[src/rtl/clock_gen_params.svh]
`ifndef CLOCK_GEN_PARAMS_SVH
`define CLOCK_GEN_PARAMS_SVH

// register indexes; byte address is four times the index
`define MCC_INDEX        18'h0_008F
`define CCD_INDEX        18'h0_FFA1
`define IRQG_INDEX       18'h0_FF94
`define MISC0_INDEX      18'h0_FFF1
`define ADDR_W           18

// master clock control fields and reset
`define MCC_RESET        8'h0A
`define MCC_FAST_OSC     7
`define MCC_KEYPAD       6
`define MCC_CARD         5
`define MCC_USB          4
`define MCC_SLOW_OSC     3
`define MCC_MULT_HI      2
`define MCC_MULT_LO      0

// core clock divider field and reset
`define CCD_RESET        6'h0C
`define CCD_FIELD_HI     5

// power-down request and wake-route bit positions
`define MISC0_PD_BIT     7
`define IRQG_ROUTE_BIT   7

// timing
`define CLK_HZ           100000000
`define SLOW_HZ          32768
`define SLOW_HALF_CYC    (`CLK_HZ / (2 * `SLOW_HZ))
`define PD_DELAY_TICKS   32
`define WAKE_DELAY_TICKS 512

`endif

[src/rtl/clock_gen_pkg.sv]
`default_nettype none
package clock_gen_pkg;
    typedef enum logic [1:0] {
        PD_RUN,
        PD_DELAY,
        PD_DOWN,
        PD_WAKE
    } pd_state_t;
endpackage
`default_nettype wire

[src/rtl/clock_gen_power_down_ctrl.sv]
`timescale 1ns/1ns
`default_nettype none
`include "clock_gen_params.svh"

module clock_gen_power_down_ctrl (
    input  wire logic        clk_in,
    input  wire logic        resetn_in,
    input  wire logic [19:0] s_axi_awaddr,
    input  wire logic        s_axi_awvalid,
    output logic             s_axi_awready,
    input  wire logic [31:0] s_axi_wdata,
    input  wire logic [3:0]  s_axi_wstrb,
    input  wire logic        s_axi_wvalid,
    output logic             s_axi_wready,
    output logic [1:0]       s_axi_bresp,
    output logic             s_axi_bvalid,
    input  wire logic        s_axi_bready,
    input  wire logic [19:0] s_axi_araddr,
    input  wire logic        s_axi_arvalid,
    output logic             s_axi_arready,
    output logic [31:0]      s_axi_rdata,
    output logic [1:0]       s_axi_rresp,
    output logic             s_axi_rvalid,
    input  wire logic        s_axi_rready,
    input  wire logic        slow_osc_in,
    input  wire logic [7:0]  wake_usr_in,
    input  wire logic        wake_card_in,
    input  wire logic        wake_usb_in,
    input  wire logic        wake_rtc_in,
    input  wire logic        wake_keypad_in,
    output logic             fast_osc_en_out,
    output logic             pll_en_out,
    output logic             analog_bias_en_out,
    output logic             slow_osc_en_out,
    output logic             slow_clk_out,
    output logic [2:0]       vco_multiplier_out,
    output logic             keypad_clk_en_out,
    output logic             card_clk_en_out,
    output logic             usb_clk_en_out,
    output logic             core_clk_en_out,
    output logic             core_clock_pin_out,
    output logic             wake_irq_line_out
);
    localparam int SLOW_W = 16;
    localparam logic [SLOW_W-1:0] SLOW_HALF = SLOW_W'(`SLOW_HALF_CYC);
    localparam logic [9:0] PD_TICKS   = 10'(`PD_DELAY_TICKS);
    localparam logic [9:0] WAKE_TICKS = 10'(`WAKE_DELAY_TICKS);

    typedef struct packed {
        logic [7:0]              mcc;
        logic [5:0]              div;
        logic                    pd_req;
        logic                    route;
        clock_gen_pkg::pd_state_t st;
        logic [9:0]              cnt;
        logic                    irq;
        logic [SLOW_W-1:0]       slow_cnt;
        logic                    slow_div;
        logic                    slow_clk;
        logic                    aw_h;
        logic [17:0]             aw_idx;
        logic                    w_h;
        logic [31:0]             wdata;
        logic                    wstrb0;
        logic                    bvalid;
        logic                    rvalid;
        logic [31:0]             rdata;
        logic [1:0]              rresp;
        logic [1:0]              bresp;
        logic                    fast_en;
        logic                    bias_en;
        logic                    kp_en;
        logic                    card_en;
        logic                    usb_en;
        logic                    core_en;
        logic                    aw_rdy;
        logic                    w_rdy;
        logic                    ar_rdy;
        logic                    slow_en;
    } top_state_t;

    top_state_t s_q;
    top_state_t s_d;
    logic       core_clk;
    logic       core_tick;
    logic       core_run;
    logic       wake_any;

    function automatic logic mapped(input logic [17:0] idx);
        mapped = (idx == `MCC_INDEX) || (idx == `CCD_INDEX) ||
                 (idx == `IRQG_INDEX) || (idx == `MISC0_INDEX);
    endfunction

    // core clock runs unless the analog section is shut down or the MCC fast oscillator bit is set
    assign core_run = (s_q.st != clock_gen_pkg::PD_DOWN) && !s_q.mcc[`MCC_FAST_OSC];

    core_clock_div u_div (
        .clk_in    (clk_in),
        .resetn_in (resetn_in),
        .run_in    (core_run),
        .div_in    (s_q.div),
        .clk_out   (core_clk),
        .tick_out  (core_tick)
    );

    assign wake_any = (|wake_usr_in) | wake_card_in | wake_usb_in |
                      wake_rtc_in | wake_keypad_in;

    always_comb begin
        logic aw_now;
        logic w_now;
        logic do_write;
        logic [17:0] ridx;
        logic pd_active;
        aw_now    = 1'b0;
        w_now     = 1'b0;
        do_write  = 1'b0;
        ridx      = s_axi_araddr[19:2];
        pd_active = 1'b0;
        s_d       = s_q;

        // write address and data may arrive in either order
        if (s_axi_awvalid && !s_q.aw_h && !s_q.bvalid) begin
            aw_now     = 1'b1;
            s_d.aw_h   = 1'b1;
            s_d.aw_idx = s_axi_awaddr[19:2];
        end
        if (s_axi_wvalid && !s_q.w_h && !s_q.bvalid) begin
            w_now      = 1'b1;
            s_d.w_h    = 1'b1;
            s_d.wdata  = s_axi_wdata;
            s_d.wstrb0 = s_axi_wstrb[0];
        end
        if (s_q.aw_h && s_q.w_h) begin
            do_write   = 1'b1;
            s_d.aw_h   = 1'b0;
            s_d.w_h    = 1'b0;
            s_d.bvalid = 1'b1;
            s_d.bresp  = mapped(s_q.aw_idx) ? 2'b00 : 2'b10;
        end
        if (s_q.bvalid && s_axi_bready) begin
            s_d.bvalid = 1'b0;
        end

        if (do_write && s_q.wstrb0) begin
            if (s_q.aw_idx == `MCC_INDEX) begin
                s_d.mcc = s_q.wdata[7:0];
            end else if (s_q.aw_idx == `CCD_INDEX) begin
                s_d.div = s_q.wdata[`CCD_FIELD_HI:0];
            end else if (s_q.aw_idx == `IRQG_INDEX) begin
                s_d.route = s_q.wdata[`IRQG_ROUTE_BIT];
            end else if (s_q.aw_idx == `MISC0_INDEX) begin
                s_d.pd_req = s_q.wdata[`MISC0_PD_BIT];
            end
        end

        // read channel
        if (s_axi_arvalid && !s_q.rvalid) begin
            s_d.rvalid = 1'b1;
            s_d.rresp  = mapped(ridx) ? 2'b00 : 2'b10;
            s_d.rdata  = 32'h0000_0000;
            if (ridx == `MCC_INDEX) begin
                s_d.rdata[7:0] = s_q.mcc;
            end else if (ridx == `CCD_INDEX) begin
                s_d.rdata[`CCD_FIELD_HI:0] = s_q.div;
            end else if (ridx == `IRQG_INDEX) begin
                s_d.rdata[`IRQG_ROUTE_BIT] = s_q.route;
                s_d.route = 1'b0;
                s_d.irq   = 1'b0;
            end else if (ridx == `MISC0_INDEX) begin
                s_d.rdata[`MISC0_PD_BIT] = s_q.pd_req;
            end
        end
        if (s_q.rvalid && s_axi_rready) begin
            s_d.rvalid = 1'b0;
        end

        // power-down sequencer
        case (s_q.st)
            clock_gen_pkg::PD_RUN: begin
                s_d.cnt = 10'h000;
                if (s_q.pd_req) begin
                    s_d.st = clock_gen_pkg::PD_DELAY;
                end
            end
            clock_gen_pkg::PD_DELAY: begin
                if (core_tick) begin
                    s_d.cnt = s_q.cnt + 10'h001;
                end
                if (core_tick && (s_q.cnt == PD_TICKS - 10'h001)) begin
                    s_d.st  = clock_gen_pkg::PD_DOWN;
                    s_d.cnt = 10'h000;
                end else if (!s_q.pd_req) begin
                    s_d.st = clock_gen_pkg::PD_RUN;
                end
            end
            clock_gen_pkg::PD_DOWN: begin
                if (wake_any && s_q.route) begin
                    s_d.st     = clock_gen_pkg::PD_WAKE;
                    s_d.cnt    = 10'h000;
                    s_d.pd_req = 1'b0;
                end
            end
            clock_gen_pkg::PD_WAKE: begin
                if (core_tick) begin
                    s_d.cnt = s_q.cnt + 10'h001;
                end
                if (core_tick && (s_q.cnt == WAKE_TICKS - 10'h001)) begin
                    s_d.st  = clock_gen_pkg::PD_RUN;
                    s_d.irq = 1'b1;
                end
            end
            default: begin
                s_d.st = clock_gen_pkg::PD_RUN;
            end
        endcase

        pd_active = s_q.pd_req || (s_q.st == clock_gen_pkg::PD_DOWN);

        // slow clock follows the crystal when the oscillator is on, else derived from the main clock and held low while shut down
        if (s_q.slow_cnt >= SLOW_HALF - SLOW_W'(1)) begin
            s_d.slow_cnt = '0;
            s_d.slow_div = ~s_q.slow_div;
        end else begin
            s_d.slow_cnt = s_q.slow_cnt + SLOW_W'(1);
        end
        if (!s_q.mcc[`MCC_SLOW_OSC]) begin
            s_d.slow_clk = slow_osc_in;
        end else if (s_q.st != clock_gen_pkg::PD_DOWN) begin
            s_d.slow_clk = s_q.slow_div;
        end else begin
            s_d.slow_clk = 1'b0;
        end

        s_d.fast_en = !s_q.mcc[`MCC_FAST_OSC] && (s_d.st != clock_gen_pkg::PD_DOWN);
        s_d.bias_en = (s_d.st != clock_gen_pkg::PD_DOWN);
        s_d.kp_en   = !s_q.mcc[`MCC_KEYPAD] && !pd_active;
        s_d.card_en = !s_q.mcc[`MCC_CARD] && !pd_active;
        s_d.usb_en  = !s_q.mcc[`MCC_USB] && !pd_active;
        // follows the next state so it drops and rises with the oscillator enable
        s_d.core_en = !s_q.mcc[`MCC_FAST_OSC] && (s_d.st != clock_gen_pkg::PD_DOWN);
        s_d.aw_rdy  = !s_d.aw_h && !s_d.bvalid;
        s_d.w_rdy   = !s_d.w_h && !s_d.bvalid;
        s_d.ar_rdy  = !s_d.rvalid;
        s_d.slow_en = !s_d.mcc[`MCC_SLOW_OSC];
    end

    always_ff @(posedge clk_in or negedge resetn_in) begin
        if (!resetn_in) begin
            s_q         <= '0;
            s_q.mcc     <= `MCC_RESET;
            s_q.div     <= `CCD_RESET;
            s_q.st      <= clock_gen_pkg::PD_RUN;
            s_q.fast_en <= 1'b1;
            s_q.bias_en <= 1'b1;
            s_q.kp_en   <= 1'b1;
            s_q.card_en <= 1'b1;
            s_q.usb_en  <= 1'b1;
            s_q.core_en <= 1'b1;
            s_q.aw_rdy  <= 1'b1;
            s_q.w_rdy   <= 1'b1;
            s_q.ar_rdy  <= 1'b1;
        end else begin
            s_q <= s_d;
        end
    end

    assign s_axi_awready      = s_q.aw_rdy;
    assign s_axi_wready       = s_q.w_rdy;
    assign s_axi_bvalid       = s_q.bvalid;
    assign s_axi_bresp        = s_q.bresp;
    assign s_axi_arready      = s_q.ar_rdy;
    assign s_axi_rvalid       = s_q.rvalid;
    assign s_axi_rdata        = s_q.rdata;
    assign s_axi_rresp        = s_q.rresp;
    assign fast_osc_en_out    = s_q.fast_en;
    assign pll_en_out         = s_q.fast_en;
    assign analog_bias_en_out = s_q.bias_en;
    assign slow_osc_en_out    = s_q.slow_en;
    assign slow_clk_out       = s_q.slow_clk;
    assign vco_multiplier_out = s_q.mcc[`MCC_MULT_HI:`MCC_MULT_LO];
    assign keypad_clk_en_out  = s_q.kp_en;
    assign card_clk_en_out    = s_q.card_en;
    assign usb_clk_en_out     = s_q.usb_en;
    assign core_clk_en_out    = s_q.core_en;
    assign core_clock_pin_out = core_clk;
    assign wake_irq_line_out  = s_q.irq;
endmodule
`default_nettype wire

[src/rtl/core_clock_div.sv]
`timescale 1ns/1ns
`default_nettype none
module core_clock_div (
    input  wire logic       clk_in,
    input  wire logic       resetn_in,
    input  wire logic       run_in,
    input  wire logic [5:0] div_in,
    output logic            clk_out,
    output logic            tick_out
);
    typedef struct packed {
        logic [5:0] cnt;
        logic       clk;
        logic       tick;
    } div_state_t;

    div_state_t s_q;
    div_state_t s_d;

    // half period of div_in+1 input cycles gives a period of 2*(div+1)
    always_comb begin
        s_d      = s_q;
        s_d.tick = 1'b0;
        if (!run_in) begin
            s_d.cnt = 6'h00;
            s_d.clk = 1'b0;
        end else if (s_q.cnt >= div_in) begin
            s_d.cnt  = 6'h00;
            s_d.clk  = ~s_q.clk;
            s_d.tick = ~s_q.clk;
        end else begin
            s_d.cnt = s_q.cnt + 6'h01;
        end
    end

    always_ff @(posedge clk_in or negedge resetn_in) begin
        if (!resetn_in) begin
            s_q <= '0;
        end else begin
            s_q <= s_d;
        end
    end

    assign clk_out  = s_q.clk;
    assign tick_out = s_q.tick;
endmodule
`default_nettype wire

[config.mk]
export PLATFORM = sky130hd
export DESIGN_NAME = clock_gen_power_down_ctrl
export DESIGN_NICKNAME = d
export VERILOG_FILES = /design/src/rtl/clock_gen_pkg.sv /design/src/rtl/clock_gen_power_down_ctrl.sv /design/src/rtl/core_clock_div.sv
export VERILOG_INCLUDE_DIRS = /design/src /design/src/rtl
export SDC_FILE = /design/constraint.sdc
export NUM_CORES = 1
export LEC_CHECK = 0
export BUFFER_PORTS_ARGS = -buffer_cell sky130_fd_sc_hd__buf_2
export CAP_MARGIN = 20
export CORE_MARGIN = 5
export CORE_UTILIZATION = 40
export CTS_BUF_LIST = sky130_fd_sc_hd__clkbuf_4 sky130_fd_sc_hd__clkbuf_8
export DETAILED_ROUTE_END_ITERATION = 7
export PLACE_DENSITY_LB_ADDON = 0.12
export SLEW_MARGIN = 25
export SYNTH_ARGS = -nofsm -noshare
export SYNTH_HDL_FRONTEND = slang
export SYNTH_SLANG_ARGS = --single-unit
[constraint.sdc]
create_clock -name clk_in -period 4.5 [get_ports clk_in]
set_input_delay 1.35 -clock clk_in [delete_from_list [all_inputs] [get_ports clk_in]]
set_output_delay 1.35 -clock clk_in [all_outputs]
set_load 0.03 [all_outputs]
Word-level counts from Yosys, hierarchy flattened
Index checks and enable logic that the tools add are counted.
W data, S select, Z words.
{"block": "totals", "wordCells": 159, "inputBits": 96, "reg_bits": 131, "output_inout_bits": 55}
{"block": "classes", "n_reduce_logical": 44, "bitwise_logic": 7, "n_mux": 53, "n_eq_ne": 17, "add_sub_neg": 3, "n_lt_le_gt_ge": 2}
{"operator": "$eq A18 B16 Y1 const B", "count": 6}
{"operator": "$pmux W12 S4", "count": 1}
{"operator": "$eq A18 B8 Y1 const B", "count": 2}
{"operator": "$mux W35", "count": 1}
{"operator": "$mux W34", "count": 1}
{"operator": "$mux W1", "count": 29}
{"operator": "$mux W12", "count": 2}
{"operator": "$mux W6", "count": 4}
{"operator": "$mux W10", "count": 2}
{"operator": "$logic_and A1 B1 Y1", "count": 19}
{"operator": "$mux W19", "count": 1}
{"operator": "$add A16 B1 Y16 const B", "count": 1}
{"operator": "$ge A16 B11 Y1 const B", "count": 1}
{"operator": "$mux W16", "count": 1}
{"operator": "$mux W2", "count": 8}
{"operator": "$logic_not A1 Y1", "count": 14}
{"operator": "$add A10 B1 Y10 const B", "count": 1}
{"operator": "$eq A10 B5 Y1 const B", "count": 1}
{"operator": "$eq A10 B9 Y1 const B", "count": 1}
{"operator": "$mux W8", "count": 1}
{"operator": "$ne A2 B2 Y1 const B", "count": 4}
{"operator": "$reduce_or A8 Y1", "count": 1}
{"operator": "$logic_or A1 B1 Y1", "count": 7}
{"operator": "$mux W7", "count": 1}
{"operator": "other kinds (10)", "count": 16}

Logic depth before layout (Yosys ltp)
{"block": "logic_depth", "word_depth": 10, "mapped_depth": 7, "depth_no_buf": 7}

Cells and area by module
A second synthesis with hierarchy kept.
{"block": "unflattened", "hier_cells": 474, "area_unflattened_um2": 5247.5}
{"mod": "clock_gen_power_down_ctrl", "instances": 1, "cells_per_inst": 426, "seq_area_each_um2": 2442.3, "area_each_um2": 4769.6}
{"mod": "core_clock_div", "instances": 1, "cells_per_inst": 48, "seq_area_each_um2": 200.2, "area_each_um2": 478.0}

Worst setup path before layout
No wires, ideal clock.
{"block": "synth_path", "kind": "input-to-reg", "startpoint": "in s_axi_araddr[19]", "endpoint": "reg s_q, in the netlist s_axi_rresp[1]", "path_buffers": 1, "path_stages": 6, "slack_ps": 1758, "required_ps": 4364, "arrival_time_ps": 2606, "path_cell_list": "or3b_2 nor4b_1 and4_1 buf_2 a311o_1 o21ai_0"}
{"block": "synth_between", "elab_chain_cells": 5, "elab_cells_between_ends": 8, "cone_classes": "eq/ne: 4; mux: 1; reduce/logical: 3"}
{"element": "start: declaration", "line": "clock_gen_power_down_ctrl.sv:18", "source": "input wire logic [19:0] s_axi_araddr,"}
{"element": "$eq A18 B8 Y1 (no source line) / $eq A18 B16 Y1 (equally long branches)"}
{"element": "$logic_or A1 B1 Y1 (2 in series)", "line": "clock_gen_power_down_ctrl.sv:90", "source": "mapped = (idx == `MCC_INDEX) || (idx == `CCD_INDEX) ||"}
{"element": "$logic_or A1 B1 Y1 (*)", "line": "clock_gen_power_down_ctrl.sv:90"}
{"element": "$mux W2 (*)", "line": "clock_gen_power_down_ctrl.sv:160", "source": "s_d.rresp = mapped(ridx) ? 2'b00 : 2'b10;"}
{"element": "end: declaration", "line": "clock_gen_power_down_ctrl.sv:82", "source": "top_state_t s_q;"}
Every way passes the cells marked *; elsewhere a longest branch is shown, timed or not.
A chain may end at the register's enable or synchronous reset.

Worst setup path in the final report
{"block": "layout_path", "startpoint": "in s_axi_araddr[19]", "endpoint": "reg s_q, in the netlist s_axi_rdata[7]"}
{"block": "layout_between", "elab_chain_cells": 5, "elab_cells_between_ends": 8, "cone_classes": "eq/ne: 4; mux: 4"}
{"element": "$eq A18 B16 Y1 (no source line)"}
{"element": "$mux W1", "line": "clock_gen_power_down_ctrl.sv:170", "source": "end else if (ridx == `MISC0_INDEX) begin"}
{"element": "$mux W1", "line": "clock_gen_power_down_ctrl.sv:166", "source": "end else if (ridx == `IRQG_INDEX) begin"}
{"element": "$mux W1", "line": "clock_gen_power_down_ctrl.sv:164", "source": "end else if (ridx == `CCD_INDEX) begin"}
{"element": "$mux W1 (*)", "line": "clock_gen_power_down_ctrl.sv:162", "source": "if (ridx == `MCC_INDEX) begin"}
Marks and branches as above.

==> flow_summary_export.csv <==
group,metric,value,unit
finish,layout.nets,647,
synthesis,synth_xor_xnor_area_share,2.80,%
placement,post_dp_cell_area,0.00547,sq mm
global_routing,grt_pass1_vias,3508,
die,rows,40,
setup_path,crit_chain,"buf_2, or3b_2, nor4b_1, and4_1, a221oi_1, o2bb2ai_1",
drt,drt-wirelength-per-cell,14.0,um
setup_path,critPathLaunch,"s_axi_araddr[19]",
sta,grt_setup_unrepaired,"no",
synthesis,muxShareOfSynthArea,10.0,%
sta,slew_headroom,33.0,%
finish,insertedDiodeCount,0,
sta,setup_violations,0,
drt,detail-route-antenna-nets,0,
clocking,cts_resized,0,
setup_path,cp.depth,6,
die,io_pins,151,
placement,place.gp.congestion,0.792,
setup_path,regToRegSetupSlack,2.13,ns
sta,final-max-slew-violation-count,0,
synthesis,postSynthAreaPerCell,10.9,sq um
setup_path,cp_top_family,"simple AND/OR/NAND/NOR gates",
clocking,cts_setup_buffers,0,
setup_path,end_kind,"register",
placement,hpwlAfterDp,7400,um
setup_path,path_class,"in -> reg",
pwr,leakage,2.58,nW
synthesis,postSynthCellCount,457,
finish,drive_gt1_share,31.7,%
finish,ff_latch_area,0.00264,sq mm
die,dieWidth,122,um
sta,worst_slew_pin_slew,1.00,ns
hold_path,hp-start,"s_q[144]$_DFFE_PN0P_",
clocking,tritoncts,"built",
setup_path,crit_path_max_fanout,9,
pwr,power_density,446,mW/mm^2
drt,detail_route.wirelength,10000,um
sta,setup_slack,1.78,ns
finish,synthToLayoutAreaGrowth,13.2,%
setup_path,startpoint_type,"primary input",
global_routing,track_usage,14.2,%
setup_path,worstReg2RegStart,"s_q[91]$_DFFE_PN0P_",
synthesis,yosys.area_share.simple,16.8,%
setup_path,slowest_stage,"and4_1",
hold_path,hold_class,"reg -> reg",
setup_path,crit_required,4.80,ns
finish,fin_cells,714,
sta,skew,0.00714,ns
placement,portBuffers,93,
synthesis,synth_compound_area_share,6.48,%
sta,finalCritPeriodShare,60.4,%
synthesis,async_reset_ff_share,100,%
sta,fmax,0.368,GHz
setup_path,cp.arrival,3.01,ns
clocking,clock-root-buffer,"clkbuf_8",
synthesis,synthFlopType,"dfrtp_1",
clocking,cts_sinks,105,
sta,fin_crit,2.72,ns
drt,drtIter0Drc,175,
setup_path,endpoint,"s_axi_rdata[7]$_DFFE_PN0P_",
pwr,ir_drop,322,uV
placement,dpl_worst_slack,1.39,ns
clocking,htree_num_levels,3,
finish,multi_input_area,0.00206,sq mm
synthesis,yosysSeqAreaShare,52.9,%
sta,hold_violations,0,
die,die-area,0.0148,sq mm
die,die_height,122,um
drt,drtPass1Iterations,4,
drt,num_vias,3427,
finish,nFillCells,1183,
placement,dpl.cell_count,698,
setup_path,r2r-end,"vco_multiplier_out[0]$_DFFE_PN0P_",
die,initial_core_util,41.3,%
clocking,cts_buffers,9,
global_routing,grt_pass1_wl,16800,um
synthesis,ys_seq_elements,105,
outcome,status,"complete, no violations",
clocking,path_clk_slew,0.10,ns
clocking,clock_latency,0.37,ns
global_routing,grt.overflow.total,0,
clocking,cts_hold_buf,0,
job,maxCapViolCount,0,
synthesis,syn_area,0.00500,sq mm
finish,stdcell_area,0.00566,sq mm
synthesis,synth_top_family_by_area,"simple AND/OR/NAND/NOR gates",
setup_path,path_buf_inv,1,
synthesis,synth_edf_count,0,
synthesis,synth_cell_types,51,
setup_path,slowest_delay,0.49,ns
setup_path,r2r_cells,5,
sta,fin_tns_setup,0,ns
global_routing,grt_start_max_net_pins,83,
drt,vias_per_cell,4.80,
global_routing,antenna_found_initial,0,
synthesis,synthAdderAreaFrac,2.50,%
synthesis,yosys_warnings,0,
die,core-area,0.0121,sq mm
drt,drc_errors,0,
clocking,clk_path_buf_depth,2,
[worst min path at each step]
stage                             endpoint  slack [ns]  cells after the start
5_1_grt           usb_clk_en_out$_DFF_PN1_        0.50                      1
2_1_floorplan  keypad_clk_en_out$_DFF_PN1_        0.39                      1
3_3_place_gp      usb_clk_en_out$_DFF_PN1_        0.45                      1
6_report          usb_clk_en_out$_DFF_PN1_        0.46                      1
4_1_cts        keypad_clk_en_out$_DFF_PN1_        0.47                      1
3_5_place_dp   keypad_clk_en_out$_DFF_PN1_        0.45                      1
[cell families after synthesis]
kind of cell	Yosys count
xor gates and xnor gates	16
AOI/OAI and AO/OA	49
buffers and inverters	70
DFF	105
adders and majority gates	10
muxes	45
and+or+nand+nor	161
other	1
[flip-flops by register name (all words and copies together) (netlist names), 3 cells and up]
register,flops
s_q,71
vco_multiplier_out,3
u_div.s_q,6
s_axi_rdata,8
[cells in the final DEF, fill, tap and decap left out, types with 12 or more instances in the layout]
cell type and count:
dfrtp_1 93, o21ai_0 16, inv_1 17, nand3_1 15, dfstp_2 12, nor2_1 49
mux2_2 41, conb_1 31, nand2_1 29, buf_2 92
[Yosys cell counts, drive strengths merged (2+ instances only)]
master  count  share of area (%)
dfrtp      93                 47
nor2       49                3.7
buf        45                6.5
mux2       41                9.2
nand2      29                2.2
inv        17                1.3
o21ai      16                1.6
nand3      15                1.5
dfstp      12                6.3
nor3       12                1.4
ha         10                2.5
nand4      10                1.3
xor2       10                1.8
nor4        9                1.1
a221oi      8                1.4
clkbuf      8               0.60
a21oi       6               0.60
xnor2       6                1.1
and3        5               0.63
nor2b       5               0.63
mux2i       4               0.80
o31ai       4               0.60
a21o        3               0.45
a31oi       3               0.38
and2        3               0.38
and4        3               0.53
nor4b       3               0.53
or3b        3               0.53
or4         3               0.45
and4b       2               0.40
nand2b      2               0.25
nor3b       2               0.30
o22ai       2               0.25
or3         2               0.35
[stage by stage]
stage	hold WS (ns)	util (%)	power, W
2_1_floorplan	0.392	-	0.00184
3_3_place_gp	0.445	45.1	0.00198
3_5_place_dp	0.448	45.1	0.00200
4_1_cts	0.473	46.7	0.00256
5_1_grt	0.500	46.7	0.00270
6_report	0.460	46.7	0.00252
[layout make-up]
cell class              count  share of cell area, %
repair buffers             96                   8.74
well taps                 168                   3.72
multi-input cells         312                   36.4
clock inverters             6                  0.885
inverters                  17                   1.13
clock buffers              10                   2.43
flip-flops and latches    105                   46.7
[metal layers]
metal	part of all wire (%)	vias to the layer above	track usage, %
met3	7.7	4	5.15
met5	0	-	0
met4	0.95	0	3.36
met1	45	1637	18.2
met2	47	90	23.0
li1	-	1696	-
[power by group]
part           internal (W)  total (W)  switching [W]
logic              0.000288   0.000625       0.000337
clock network      0.000222   0.000550       0.000328
registers           0.00117    0.00135       0.000176
No activity file was read; power rests on OpenSTA's default activity.
